`config.mk`:
```
export PLATFORM = sky130hd
export DESIGN_NAME = dual_gpio_port
export DESIGN_NICKNAME = d
export VERILOG_FILES = /design/src/rtl/gpio_pkg.sv /design/src/rtl/pin_sync.sv /design/src/rtl/axil_reg_slave.sv /design/src/rtl/dual_gpio_port.sv
export SDC_FILE = /design/constraint.sdc
export NUM_CORES = 1
export LEC_CHECK = 0
export BUFFER_PORTS_ARGS = -buffer_cell sky130_fd_sc_hd__buf_2
export CORE_UTILIZATION = 33
export DETAILED_ROUTE_END_ITERATION = 8
export PLACE_DENSITY = 0.65
export RECOVER_POWER = 100
export SETUP_SLACK_MARGIN = 0.4
export SLEW_MARGIN = 25
export SYNTH_ARGS = -nofsm -noshare
export SYNTH_HDL_FRONTEND = slang
export SYNTH_SLANG_ARGS = --single-unit
```
`constraint.sdc`:
```
create_clock -name aclk -period 2.6 [get_ports aclk]
set_input_delay 0.39 -clock aclk [delete_from_list [all_inputs] [get_ports aclk]]
set_output_delay 0.39 -clock aclk [all_outputs]
set_load 0.03 [all_outputs]
```
`src/rtl/gpio_pkg.sv`:
```
// Constants, register map and carrier types for the dual GPIO port.
// Assumes a 32-bit AXI4-Lite bus with one register per aligned word.
package gpio_pkg;
	// Register indices; byte address is four times the index.
	localparam logic [7:0] IDX_PORT_A_DATA = 8'h05;
	localparam logic [7:0] IDX_PORT_B_DATA = 8'h06;
	localparam logic [7:0] IDX_INT_CONTROL = 8'h0B;
	localparam logic [7:0] IDX_OPTION      = 8'h81;
	localparam logic [7:0] IDX_PORT_A_DIR  = 8'h85;
	localparam logic [7:0] IDX_PORT_B_DIR  = 8'h86;
	localparam logic [7:0] IDX_ANALOG_CFG  = 8'h9F;
	// Reset values.
	localparam logic [7:0] RST_OPTION     = 8'hFF;
	localparam logic [5:0] RST_PORT_A_DIR = 6'h3F;
	localparam logic [7:0] RST_PORT_B_DIR = 8'hFF;
	localparam logic [2:0] RST_ANALOG_CFG = 3'h0;
	localparam logic [7:0] RST_LATCH      = 8'h00;
	// Field positions.
	localparam int OPT_PULLUP_DIS_BIT = 7;
	localparam int INT_FLAG_BIT       = 0;
	localparam int PA_TIMER_BIT       = 4;
	localparam int PA_SELECT_BIT      = 5;
	localparam int PB_EXT_INT_BIT     = 0;
	localparam int PB_PROG_CLK_BIT    = 6;
	localparam int PB_PROG_DATA_BIT   = 7;
	localparam int CHG_LO             = 4;
	// Address word offset inside the byte address.
	localparam int ADDR_LSB = 2;
	// AXI response codes.
	localparam logic [1:0] RESP_OKAY   = 2'h0;
	localparam logic [1:0] RESP_SLVERR = 2'h2;
	// Register access request from the bus slave to the core.
	typedef struct packed {
		logic       wr;
		logic       rd;
		logic [7:0] wr_idx;
		logic [7:0] rd_idx;
		logic [7:0] wdata;
	} reg_req_t;
	// Drive of one port: level and output enable per pin.
	typedef struct packed {
		logic [7:0] out;
		logic [7:0] oe;
	} pin_drive_t;
endpackage : gpio_pkg

```
`src/rtl/pin_sync.sv`:
```
// Two-flop synchroniser for a vector of pin levels.
// Assumes each bit is an independent level from outside the clock.
`timescale 1ns/1ps
`default_nettype none
module pin_sync #(
	parameter int W = 8
) (
	// Clock and reset.
	input  wire logic         aclk,
	input  wire logic         aresetn,
	// Levels.
	input  wire logic [W-1:0] async_in,
	output logic      [W-1:0] sync_out
);
	import gpio_pkg::*;
	logic [W-1:0] meta_reg; // First stage, read only by the second.

	// The first stage absorbs metastability; only sync_out is used.
	always_ff @(posedge aclk) begin
		if (!aresetn) begin
			meta_reg <= '0;
			sync_out <= '0;
		end else begin
			meta_reg <= async_in;
			sync_out <= meta_reg;
		end
	end
endmodule : pin_sync
`default_nettype wire

```
`src/rtl/axil_reg_slave.sv`:
```
// AXI4-Lite slave turning bus beats into single-cycle register requests.
// Assumes the core returns read data and decode status combinationally.
`timescale 1ns/1ps
`default_nettype none
module axil_reg_slave (
	// Clock and reset.
	input  wire logic             aclk,
	input  wire logic             aresetn,
	// Write address and data.
	input  wire logic [31:0]      awaddr,
	input  wire logic             awvalid,
	output logic                  awready,
	input  wire logic [31:0]      wdata,
	input  wire logic [3:0]       wstrb,
	input  wire logic             wvalid,
	output logic                  wready,
	output logic [1:0]            bresp,
	output logic                  bvalid,
	input  wire logic             bready,
	// Read address and data.
	input  wire logic [31:0]      araddr,
	input  wire logic             arvalid,
	output logic                  arready,
	output logic [31:0]           rdata,
	output logic [1:0]            rresp,
	output logic                  rvalid,
	input  wire logic             rready,
	// Core side.
	output gpio_pkg::reg_req_t    req,
	input  wire logic [7:0]       rd_value,
	input  wire logic             rd_hit,
	input  wire logic             wr_hit
);
	import gpio_pkg::*;
	logic        aw_full_reg;  // Write address held.
	logic        w_full_reg;   // Write data held.
	logic [7:0]  aw_idx_reg;   // Held write index.
	logic [7:0]  w_data_reg;   // Held low byte.
	logic        w_lane_reg;   // Low byte lane enabled.
	logic        do_write;     // Both halves present.
	logic        do_read;      // Read address taken.

	// Accept each half only while its holder is empty and no answer waits.
	assign awready  = !aw_full_reg && !bvalid;
	assign wready   = !w_full_reg && !bvalid;
	assign arready  = !rvalid;
	assign do_write = aw_full_reg && w_full_reg;
	assign do_read  = arvalid && arready;

	// Requests to the core.
	always_comb begin
		req.wr     = do_write && w_lane_reg;
		req.wr_idx = aw_idx_reg;
		req.wdata  = w_data_reg;
		req.rd     = do_read;
		req.rd_idx = araddr[ADDR_LSB +: 8];
	end

	// Write channel holders and response.
	always_ff @(posedge aclk) begin
		if (!aresetn) begin
			aw_full_reg <= 1'b0;
			w_full_reg  <= 1'b0;
			aw_idx_reg  <= 8'h00;
			w_data_reg  <= 8'h00;
			w_lane_reg  <= 1'b0;
			bvalid      <= 1'b0;
			bresp       <= RESP_OKAY;
		end else begin
			if (awvalid && awready) begin
				aw_full_reg <= 1'b1;
				aw_idx_reg  <= awaddr[ADDR_LSB +: 8];
			end
			if (wvalid && wready) begin
				w_full_reg <= 1'b1;
				w_data_reg <= wdata[7:0];
				w_lane_reg <= wstrb[0];
			end
			if (do_write) begin
				aw_full_reg <= 1'b0;
				w_full_reg  <= 1'b0;
				bvalid      <= 1'b1;
				bresp       <= wr_hit ? RESP_OKAY : RESP_SLVERR;
			end else if (bvalid && bready) begin
				bvalid <= 1'b0;
			end
		end
	end

	// Read channel: data are captured in the cycle the address is taken.
	always_ff @(posedge aclk) begin
		if (!aresetn) begin
			rvalid <= 1'b0;
			rdata  <= 32'h0000_0000;
			rresp  <= RESP_OKAY;
		end else if (do_read) begin
			rvalid <= 1'b1;
			rdata  <= {24'h00_0000, rd_value};
			rresp  <= rd_hit ? RESP_OKAY : RESP_SLVERR;
		end else if (rvalid && rready) begin
			rvalid <= 1'b0;
		end
	end
endmodule : axil_reg_slave
`default_nettype wire

```
`src/rtl/dual_gpio_port.sv`:
```
// Dual GPIO port: six-bit port A and eight-bit port B with change detect.
// Assumes an AXI4-Lite master, pins resolved by the surrounding wires,
// and a core that reports its sleep state as a level.
// Behaviour
// - Port B direction one: pin input, undriven.
// - Port B direction zero: drive latch bit.
// - Cleared pull-up control enables the pull-ups of all port B input pins.
// - Output pins never get a pull-up.
// - Option register resets to all ones.
// - Only inputs among B7..B4 compare.
// - Compare against copy taken at any read or write of port B.
// - OR of mismatches sets change flag.
// - Change event wakes the sleeping core.
// - Persisting mismatch keeps setting the flag.
// - Software ends mismatch, then clears flag.
// - B direction resets ones; latch reset.
// - Port A upper two bits read zero.
// - A4 is timer clock, open drain.
// - A5 supplies serial slave select.
// - B0 supplies external interrupt input.
// - B6, B7 carry programming clock, data.
// - Read gives pins, write loads latch.
// - Analog config selects shared pin roles.
// - After reset shared pins are analog.
`timescale 1ns/1ps
`default_nettype none
module dual_gpio_port #(
	parameter int A_WIDTH = 6,
	parameter int B_WIDTH = 8
) (
	// Clock and reset.
	input  wire logic              aclk,
	input  wire logic              aresetn,
	// AXI4-Lite write address and data.
	input  wire logic [31:0]       awaddr,
	input  wire logic              awvalid,
	output logic                   awready,
	input  wire logic [31:0]       wdata,
	input  wire logic [3:0]        wstrb,
	input  wire logic              wvalid,
	output logic                   wready,
	output logic [1:0]             bresp,
	output logic                   bvalid,
	input  wire logic              bready,
	// AXI4-Lite read.
	input  wire logic [31:0]       araddr,
	input  wire logic              arvalid,
	output logic                   arready,
	output logic [31:0]            rdata,
	output logic [1:0]             rresp,
	output logic                   rvalid,
	input  wire logic              rready,
	// Port A pins.
	input  wire logic [5:0]        pa_in,
	output gpio_pkg::pin_drive_t   pa_drive,
	// Port B pins.
	input  wire logic [7:0]        pb_in,
	output gpio_pkg::pin_drive_t   pb_drive,
	output logic [7:0]             pb_pullup_en,
	// Core and peripheral links.
	input  wire logic              core_sleeping,
	input  wire logic              prog_mode,
	output logic                   wake_pulse,
	output logic                   port_change_flag,
	output logic                   timer_ext_clock_in,
	output logic                   ssp_slave_select,
	output logic                   ext_int_in,
	output logic                   prog_clock,
	output logic                   prog_data
);
	import gpio_pkg::*;

	// The register map and pin logic are written for the documented widths.
	if (A_WIDTH != 6 || B_WIDTH != 8) begin : g_width_check
		$error("dual_gpio_port supports only A_WIDTH 6 and B_WIDTH 8");
	end

	// Request from the bus slave.
	reg_req_t req;

	// Read path back into the slave.
	logic [7:0] rd_value;
	logic       rd_hit;
	logic       wr_hit;

	// Synchronised pin levels.
	logic [5:0] pa_sync;
	logic [7:0] pb_sync;

	// Software-visible registers.
	logic [5:0] pa_latch_reg;   // Port A output latch.
	logic [7:0] pb_latch_reg;   // Port B output latch.
	logic [5:0] pa_dir_reg;     // Port A direction, one is input.
	logic [7:0] pb_dir_reg;     // Port B direction, one is input.
	logic [7:0] option_reg;     // Option register.
	logic [2:0] analog_cfg_reg; // Analog pin configuration.
	logic       flag_reg;       // Port change flag.
	logic       flag_next;      // Next flag value.

	// Change detection state.
	logic [3:0] snap_reg;       // Copy of B7..B4 from the last access.
	logic [3:0] mismatch;       // Per-pin mismatch.
	logic       change_event;   // Any mismatch this cycle.
	logic       pb_access;      // Any read or write of port B.

	// Analog role per port A pin.
	logic [5:0] pa_analog;

	// Port A read view.
	logic [5:0] pa_view;

	// Bus slave.
	axil_reg_slave u_slave (
		.aclk     (aclk),
		.aresetn  (aresetn),
		.awaddr   (awaddr),
		.awvalid  (awvalid),
		.awready  (awready),
		.wdata    (wdata),
		.wstrb    (wstrb),
		.wvalid   (wvalid),
		.wready   (wready),
		.bresp    (bresp),
		.bvalid   (bvalid),
		.bready   (bready),
		.araddr   (araddr),
		.arvalid  (arvalid),
		.arready  (arready),
		.rdata    (rdata),
		.rresp    (rresp),
		.rvalid   (rvalid),
		.rready   (rready),
		.req      (req),
		.rd_value (rd_value),
		.rd_hit   (rd_hit),
		.wr_hit   (wr_hit)
	);

	// Pins come from outside the clock, so both ports are synchronised.
	pin_sync #(.W(6)) u_sync_a (
		.aclk     (aclk),
		.aresetn  (aresetn),
		.async_in (pa_in),
		.sync_out (pa_sync)
	);

	pin_sync #(.W(8)) u_sync_b (
		.aclk     (aclk),
		.aresetn  (aresetn),
		.async_in (pb_in),
		.sync_out (pb_sync)
	);

	// Analog decode: pins 0..3 and 5 are shared with the converter.
	// Configuration zero makes all of them analog; seven makes all digital.
	always_comb begin
		case (analog_cfg_reg)
			3'h0:    pa_analog = 6'h2F;
			3'h1:    pa_analog = 6'h0F;
			3'h2:    pa_analog = 6'h0B;
			3'h3:    pa_analog = 6'h03;
			3'h4:    pa_analog = 6'h01;
			default: pa_analog = 6'h00;
		endcase
	end

	// Analog pins read as zero; digital pins show their level.
	assign pa_view = pa_sync & ~pa_analog;

	// Any bus access of port B refreshes the comparison copy.
	assign pb_access = (req.rd && req.rd_idx == IDX_PORT_B_DATA)
		|| (req.wr && req.wr_idx == IDX_PORT_B_DATA);

	// Read mux: unmapped indices answer with an error and zero data.
	always_comb begin
		rd_value = 8'h00;
		rd_hit   = 1'b1;
		case (req.rd_idx)
			IDX_PORT_A_DATA: rd_value = {2'h0, pa_view};
			IDX_PORT_B_DATA: rd_value = pb_sync;
			IDX_OPTION:      rd_value = option_reg;
			IDX_PORT_A_DIR:  rd_value = {2'h0, pa_dir_reg};
			IDX_PORT_B_DIR:  rd_value = pb_dir_reg;
			IDX_ANALOG_CFG:  rd_value = {5'h00, analog_cfg_reg};
			IDX_INT_CONTROL: rd_value = {7'h00, flag_reg};
			default:         rd_hit   = 1'b0;
		endcase
	end

	// Write decode status for the response.
	always_comb begin
		case (req.wr_idx)
			IDX_PORT_A_DATA, IDX_PORT_B_DATA, IDX_OPTION,
			IDX_PORT_A_DIR, IDX_PORT_B_DIR, IDX_ANALOG_CFG,
			IDX_INT_CONTROL: wr_hit = 1'b1;
			default:         wr_hit = 1'b0;
		endcase
	end

	// Output latches. A byte write loads the whole latch; the
	// read-modify-write of a bit operation is the processor's business.
	always_ff @(posedge aclk) begin
		if (!aresetn) begin
			pa_latch_reg <= RST_LATCH[5:0];
			pb_latch_reg <= RST_LATCH;
		end else if (req.wr) begin
			if (req.wr_idx == IDX_PORT_A_DATA) begin
				pa_latch_reg <= req.wdata[5:0];
			end
			if (req.wr_idx == IDX_PORT_B_DATA) begin
				pb_latch_reg <= req.wdata;
			end
		end
	end

	// Direction registers reset to all inputs.
	always_ff @(posedge aclk) begin
		if (!aresetn) begin
			pa_dir_reg <= RST_PORT_A_DIR;
			pb_dir_reg <= RST_PORT_B_DIR;
		end else if (req.wr) begin
			if (req.wr_idx == IDX_PORT_A_DIR) begin
				pa_dir_reg <= req.wdata[5:0];
			end
			if (req.wr_idx == IDX_PORT_B_DIR) begin
				pb_dir_reg <= req.wdata;
			end
		end
	end

	// Option and analog configuration registers.
	always_ff @(posedge aclk) begin
		if (!aresetn) begin
			option_reg     <= RST_OPTION;
			analog_cfg_reg <= RST_ANALOG_CFG;
		end else if (req.wr) begin
			if (req.wr_idx == IDX_OPTION) begin
				option_reg <= req.wdata;
			end
			if (req.wr_idx == IDX_ANALOG_CFG) begin
				analog_cfg_reg <= req.wdata[2:0];
			end
		end
	end

	// Port B drive: each pin is its own small driver.
	for (genvar i = 0; i < 8; i++) begin : g_pb_pin
		// Direction one leaves the pin undriven.
		assign pb_drive.oe[i]  = !pb_dir_reg[i];
		// Direction zero puts the latch bit on the pin.
		assign pb_drive.out[i] = pb_latch_reg[i];
		// One global control, masked off for outputs.
		assign pb_pullup_en[i] = !option_reg[OPT_PULLUP_DIS_BIT]
			&& pb_dir_reg[i];
	end

	// Port A drive. Pin 4 is open drain: it can only pull low, so
	// a latch one with direction zero leaves the pin to its pull-up.
	for (genvar i = 0; i < 6; i++) begin : g_pa_pin
		if (i == PA_TIMER_BIT) begin : g_od
			assign pa_drive.oe[i]  = !pa_dir_reg[i] && !pa_latch_reg[i];
			assign pa_drive.out[i] = 1'b0;
		end else begin : g_pp
			assign pa_drive.oe[i]  = !pa_dir_reg[i];
			assign pa_drive.out[i] = pa_latch_reg[i];
		end
	end
	assign pa_drive.oe[7:6]  = 2'h0;
	assign pa_drive.out[7:6] = 2'h0;

	// Peripheral inputs taken from the synchronised pins.
	assign timer_ext_clock_in = pa_sync[PA_TIMER_BIT];
	assign ssp_slave_select   = pa_sync[PA_SELECT_BIT];
	assign ext_int_in         = pb_sync[PB_EXT_INT_BIT];

	// Programming lines are only passed on in programming mode.
	assign prog_clock = prog_mode && pb_sync[PB_PROG_CLK_BIT];
	assign prog_data  = prog_mode && pb_sync[PB_PROG_DATA_BIT];

	// Mismatch only counts on B7..B4 configured as inputs.
	assign mismatch = (pb_sync[7:CHG_LO] ^ snap_reg)
		& pb_dir_reg[7:CHG_LO];
	assign change_event = |mismatch;

	// The copy follows every access of port B. Polling therefore ends a mismatch,
	// but a change between reads still sets the flag, which stays set.
	always_ff @(posedge aclk) begin
		if (!aresetn) begin
			snap_reg <= 4'h0;
		end else if (pb_access) begin
			snap_reg <= pb_sync[7:CHG_LO];
		end
	end

	// Flag: software writes the bit, but a live mismatch wins.
	always_comb begin
		flag_next = flag_reg;
		if (req.wr && req.wr_idx == IDX_INT_CONTROL) begin
			flag_next = req.wdata[INT_FLAG_BIT];
		end
		if (change_event) begin
			flag_next = 1'b1;
		end
	end

	// Flag register.
	always_ff @(posedge aclk) begin
		if (!aresetn) begin
			flag_reg <= 1'b0;
		end else begin
			flag_reg <= flag_next;
		end
	end
	assign port_change_flag = flag_reg;

	// Wake pulse on a change that arrives while the core sleeps.
	always_ff @(posedge aclk) begin
		if (!aresetn) begin
			wake_pulse <= 1'b0;
		end else begin
			wake_pulse <= core_sleeping && change_event && !wake_pulse;
		end
	end
endmodule : dual_gpio_port
`default_nettype wire

```
==> results.sh <==
export IMPL_maxSlewViolCount=0
export IMPL_die_h_um=119
export IMPL_clk_latency_ns=0.34
export IMPL_setup_viol=0
export IMPL_root_buffer="clkbuf_16"
export IMPL_swShare=0.247
export IMPL_antenna_cells=0
export IMPL_die_area_mm2=0.0140
export IMPL_coreArea_mm2=0.0132
export IMPL_path_clk_slew_ns=0.07
export IMPL_p_clk_frac=0.419
export IMPL_ir_worst_vdd_v=0.000388
export IMPL_p_comb_frac=0.092
export IMPL_maxCapViolCount=0
export IMPL_grt_pass1_wl_um=17200
export IMPL_drc_errors=0
export IMPL_worstPathRequired_ns=2.77
export IMPL_cts_tree="built"
export IMPL_port_buffers=104
export IMPL_status="completed"
export IMPL_leakage_nw=2.10
export IMPL_grt_pass1_vias=3368
export IMPL_synth_edf_count=0
export IMPL_cts_hold_buf=0
export IMPL_wl_per_cell_um=14.1
export IMPL_cts_setup_buffers=0
export IMPL_critical_path_class="flip-flop to flip-flop"
export IMPL_min_period_ns=2.18
export IMPL_vias=3643
export IMPL_startpoint_type="flip-flop"
export IMPL_fmax_mhz=460
export IMPL_grt_overflow_total=0
export IMPL_power_mw=3.46
export IMPL_dpl_hpwl_um=8210
export IMPL_finalCritPeriodShare=0.837
export IMPL_dr_pass1_iters=4
export IMPL_layout_setup_ws_ns=0.424
export IMPL_yosysTopAreaCell="dfxtp_1"
export IMPL_avgSynthCellArea_um2=8.96
export IMPL_crit_arrival_ns=2.35
export IMPL_cts_sinks=104
export IMPL_netSwitchingPower_mw=0.856
export IMPL_yosysTopAreaCellShare=0.465
export IMPL_fin_nets=714
export IMPL_drt_iter0_drc=178
export IMPL_worst_hold_slack_ns=0.231
export IMPL_hold_viol_final=0
export IMPL_routed_wirelength_um=10900
export IMPL_worst_slew_margin_rel=0.240
export IMPL_ys_seq_area_frac=0.465
export IMPL_rsz0062_at_grt="false"
export IMPL_final_util=0.395
export IMPL_antenna_left=0
export IMPL_start_util=0.338
export IMPL_area_growth_pct=16.8
export IMPL_power_per_cell_area_mw_per_mm2=662
export IMPL_cts_resized=0
export IMPL_synth_cell_types=52
export IMPL_ys_warn_count=0
export IMPL_grt_max_degree=39
export IMPL_seqPwrFrac=0.488
export IMPL_drive_gt1_frac=0.117
export IMPL_cts_inserted_buffers=9
export IMPL_fin_setup_tns_ns=0
export IMPL_synth_flop_cell="dfxtp_1"
export IMPL_path_max_fanout=8
export IMPL_netlist_area_mm2=0.00448
export IMPL_ys_ff_latch=104
export IMPL_fin_skew_ns=0.00681
export IMPL_netlist_instances=500
export IMPL_place_gp_congestion=0.807
export IMPL_htreeDepth=3
export IMPL_synthArstFlopShare=0
export IMPL_pre_cts_slack_ns=0.571
export IMPL_rows=42
export IMPL_synth_area_top_cells="dfxtp_1, mux2i_1, buf_4"
export IMPL_antenna_found_initial=0
export IMPL_top_level_ports=211
export IMPL_routed_via_density=4.72
export IMPL_grt_usage=0.158
export IMPL_tightestPinTransition_ns=1.14
export IMPL_hp_class="input pin to flip-flop"
export IMPL_p_int_mw=2.61
export IMPL_endpoint_kind="flip-flop"
export IMPL_fp_dieW_um=119
export IMPL_cts_buffer_depth=2
[area by class of cell]
cell class                      instances  area (um2)
Clock buffer                           11         243
Timing Repair Buffer                  112         485
Tap cell                              176         220
Inverter                               17        63.8
Multi-Input combinational cell        347        2060
Clock inverter                          5        80.1
Sequential cell                       104        2080
Fill cell                            1398        8010
[power by group through the flow]
| stage | sequential (mW) | clock, mW | combinational (mW) |
|---|---|---|---|
| 6_report | 1.69 | 1.45 | 0.320 |
| 4_1_cts | 1.69 | 1.48 | 0.329 |
| 2_1_floorplan | 1.73 | 0 | 0.255 |
| 3_3_place_gp | 1.73 | 0 | 0.324 |
| 5_1_grt | 1.70 | 1.56 | 0.350 |
| 3_5_place_dp | 1.73 | 0 | 0.329 |
[final timing paths]
kind	start	cells after the start	slack, ns	end
setup reg to reg	u_slave.aw_idx_reg[4]	5	0.42	option_reg[1]
hold / removal	rready	2	0.23	u_slave.rvalid
setup / recovery	u_slave.aw_idx_reg[4]	5	0.42	option_reg[1]
hold reg to reg	wake_pulse	1	0.43	wake_pulse
[placed cells by master (no fill, tap or decap), types with 4 or more instances in the layout]
| cell type | synthesis | final |
|---|---|---|
| clkbuf_1 | 20 | 65 |
| nand3_1 | 8 | 8 |
| and2_0 | 0 | 13 |
| a22oi_1 | 4 | 4 |
| o211ai_1 | 15 | 15 |
| nor2_1 | 36 | 36 |
| nor3_1 | 5 | 7 |
| xor2_1 | 4 | 4 |
| a21oi_1 | 32 | 32 |
| dfxtp_1 | 104 | 104 |
| o21ai_0 | 11 | 11 |
| nand3b_1 | 5 | 5 |
| conb_1 | 1 | 31 |
| inv_1 | 16 | 17 |
| a31oi_1 | 4 | 4 |
| and2_1 | 32 | 19 |
| o31ai_1 | 5 | 5 |
| buf_2 | 3 | 45 |
| mux2i_1 | 33 | 33 |
| clkbuf_16 | 0 | 9 |
| nand2_1 | 67 | 67 |
[cells in the mapped netlist, types with 3 or more instances]
library cell  count
nand2_1          67
nand2b_1          3
nor3b_1           3
o31ai_1           5
nand4_1           3
nor2_1           36
buf_4            37
and2_1           32
nand4bb_1         3
a31oi_1           4
mux2i_1          33
inv_1            16
a22oi_1           4
o211ai_1         15
clkbuf_1         20
nand3b_1          5
buf_2             3
xor2_1            4
nand3_1           8
dfxtp_1         104
nor3_1            5
a211oi_1          3
a21oi_1          32
mux2_2            3
o21ai_0          11
[kinds of logic (layout without fill, tap and decap cells)]
group                  after synthesis  after routing  synth area share
flip-flops                         104            104             0.465
multiplexers                        36             36            0.0813
AO/OA/AOI/OAI                       88             88             0.126
AND/OR/NAND/NOR                    188            188             0.222
XOR/XNOR                             4              4           0.00782
other                                1             31          0.000837
buffers and inverters               79            145            0.0980
[critical path: stages (launching register included)]
cell and delay [ns]:
dfxtp_1 0.33, or4b_1 0.64, nor4_4 0.24, clkbuf_1 0.49
mux2i_1 0.24, nand2_1 0.06
[metal layers]
| metal | share of wire | global-route usage |
|---|---|---|
| met1 | 0.48 | 0.209 |
| met2 | 0.45 | 0.249 |
| met3 | 0.057 | 0.0401 |
| met4 | 0.015 | 0.0562 |
| met5 | 0 | 0 |
[per-stage QoR]
stage / cell area [um2] / instances
final: 5230 / 772
after CTS: 5340 / 772
after global routing: 5230 / 772
after global placement: 5020 / 756
after floorplan: 4590 / 530
after detailed placement: 5020 / 756
Power figures use the tool's default switching activity.
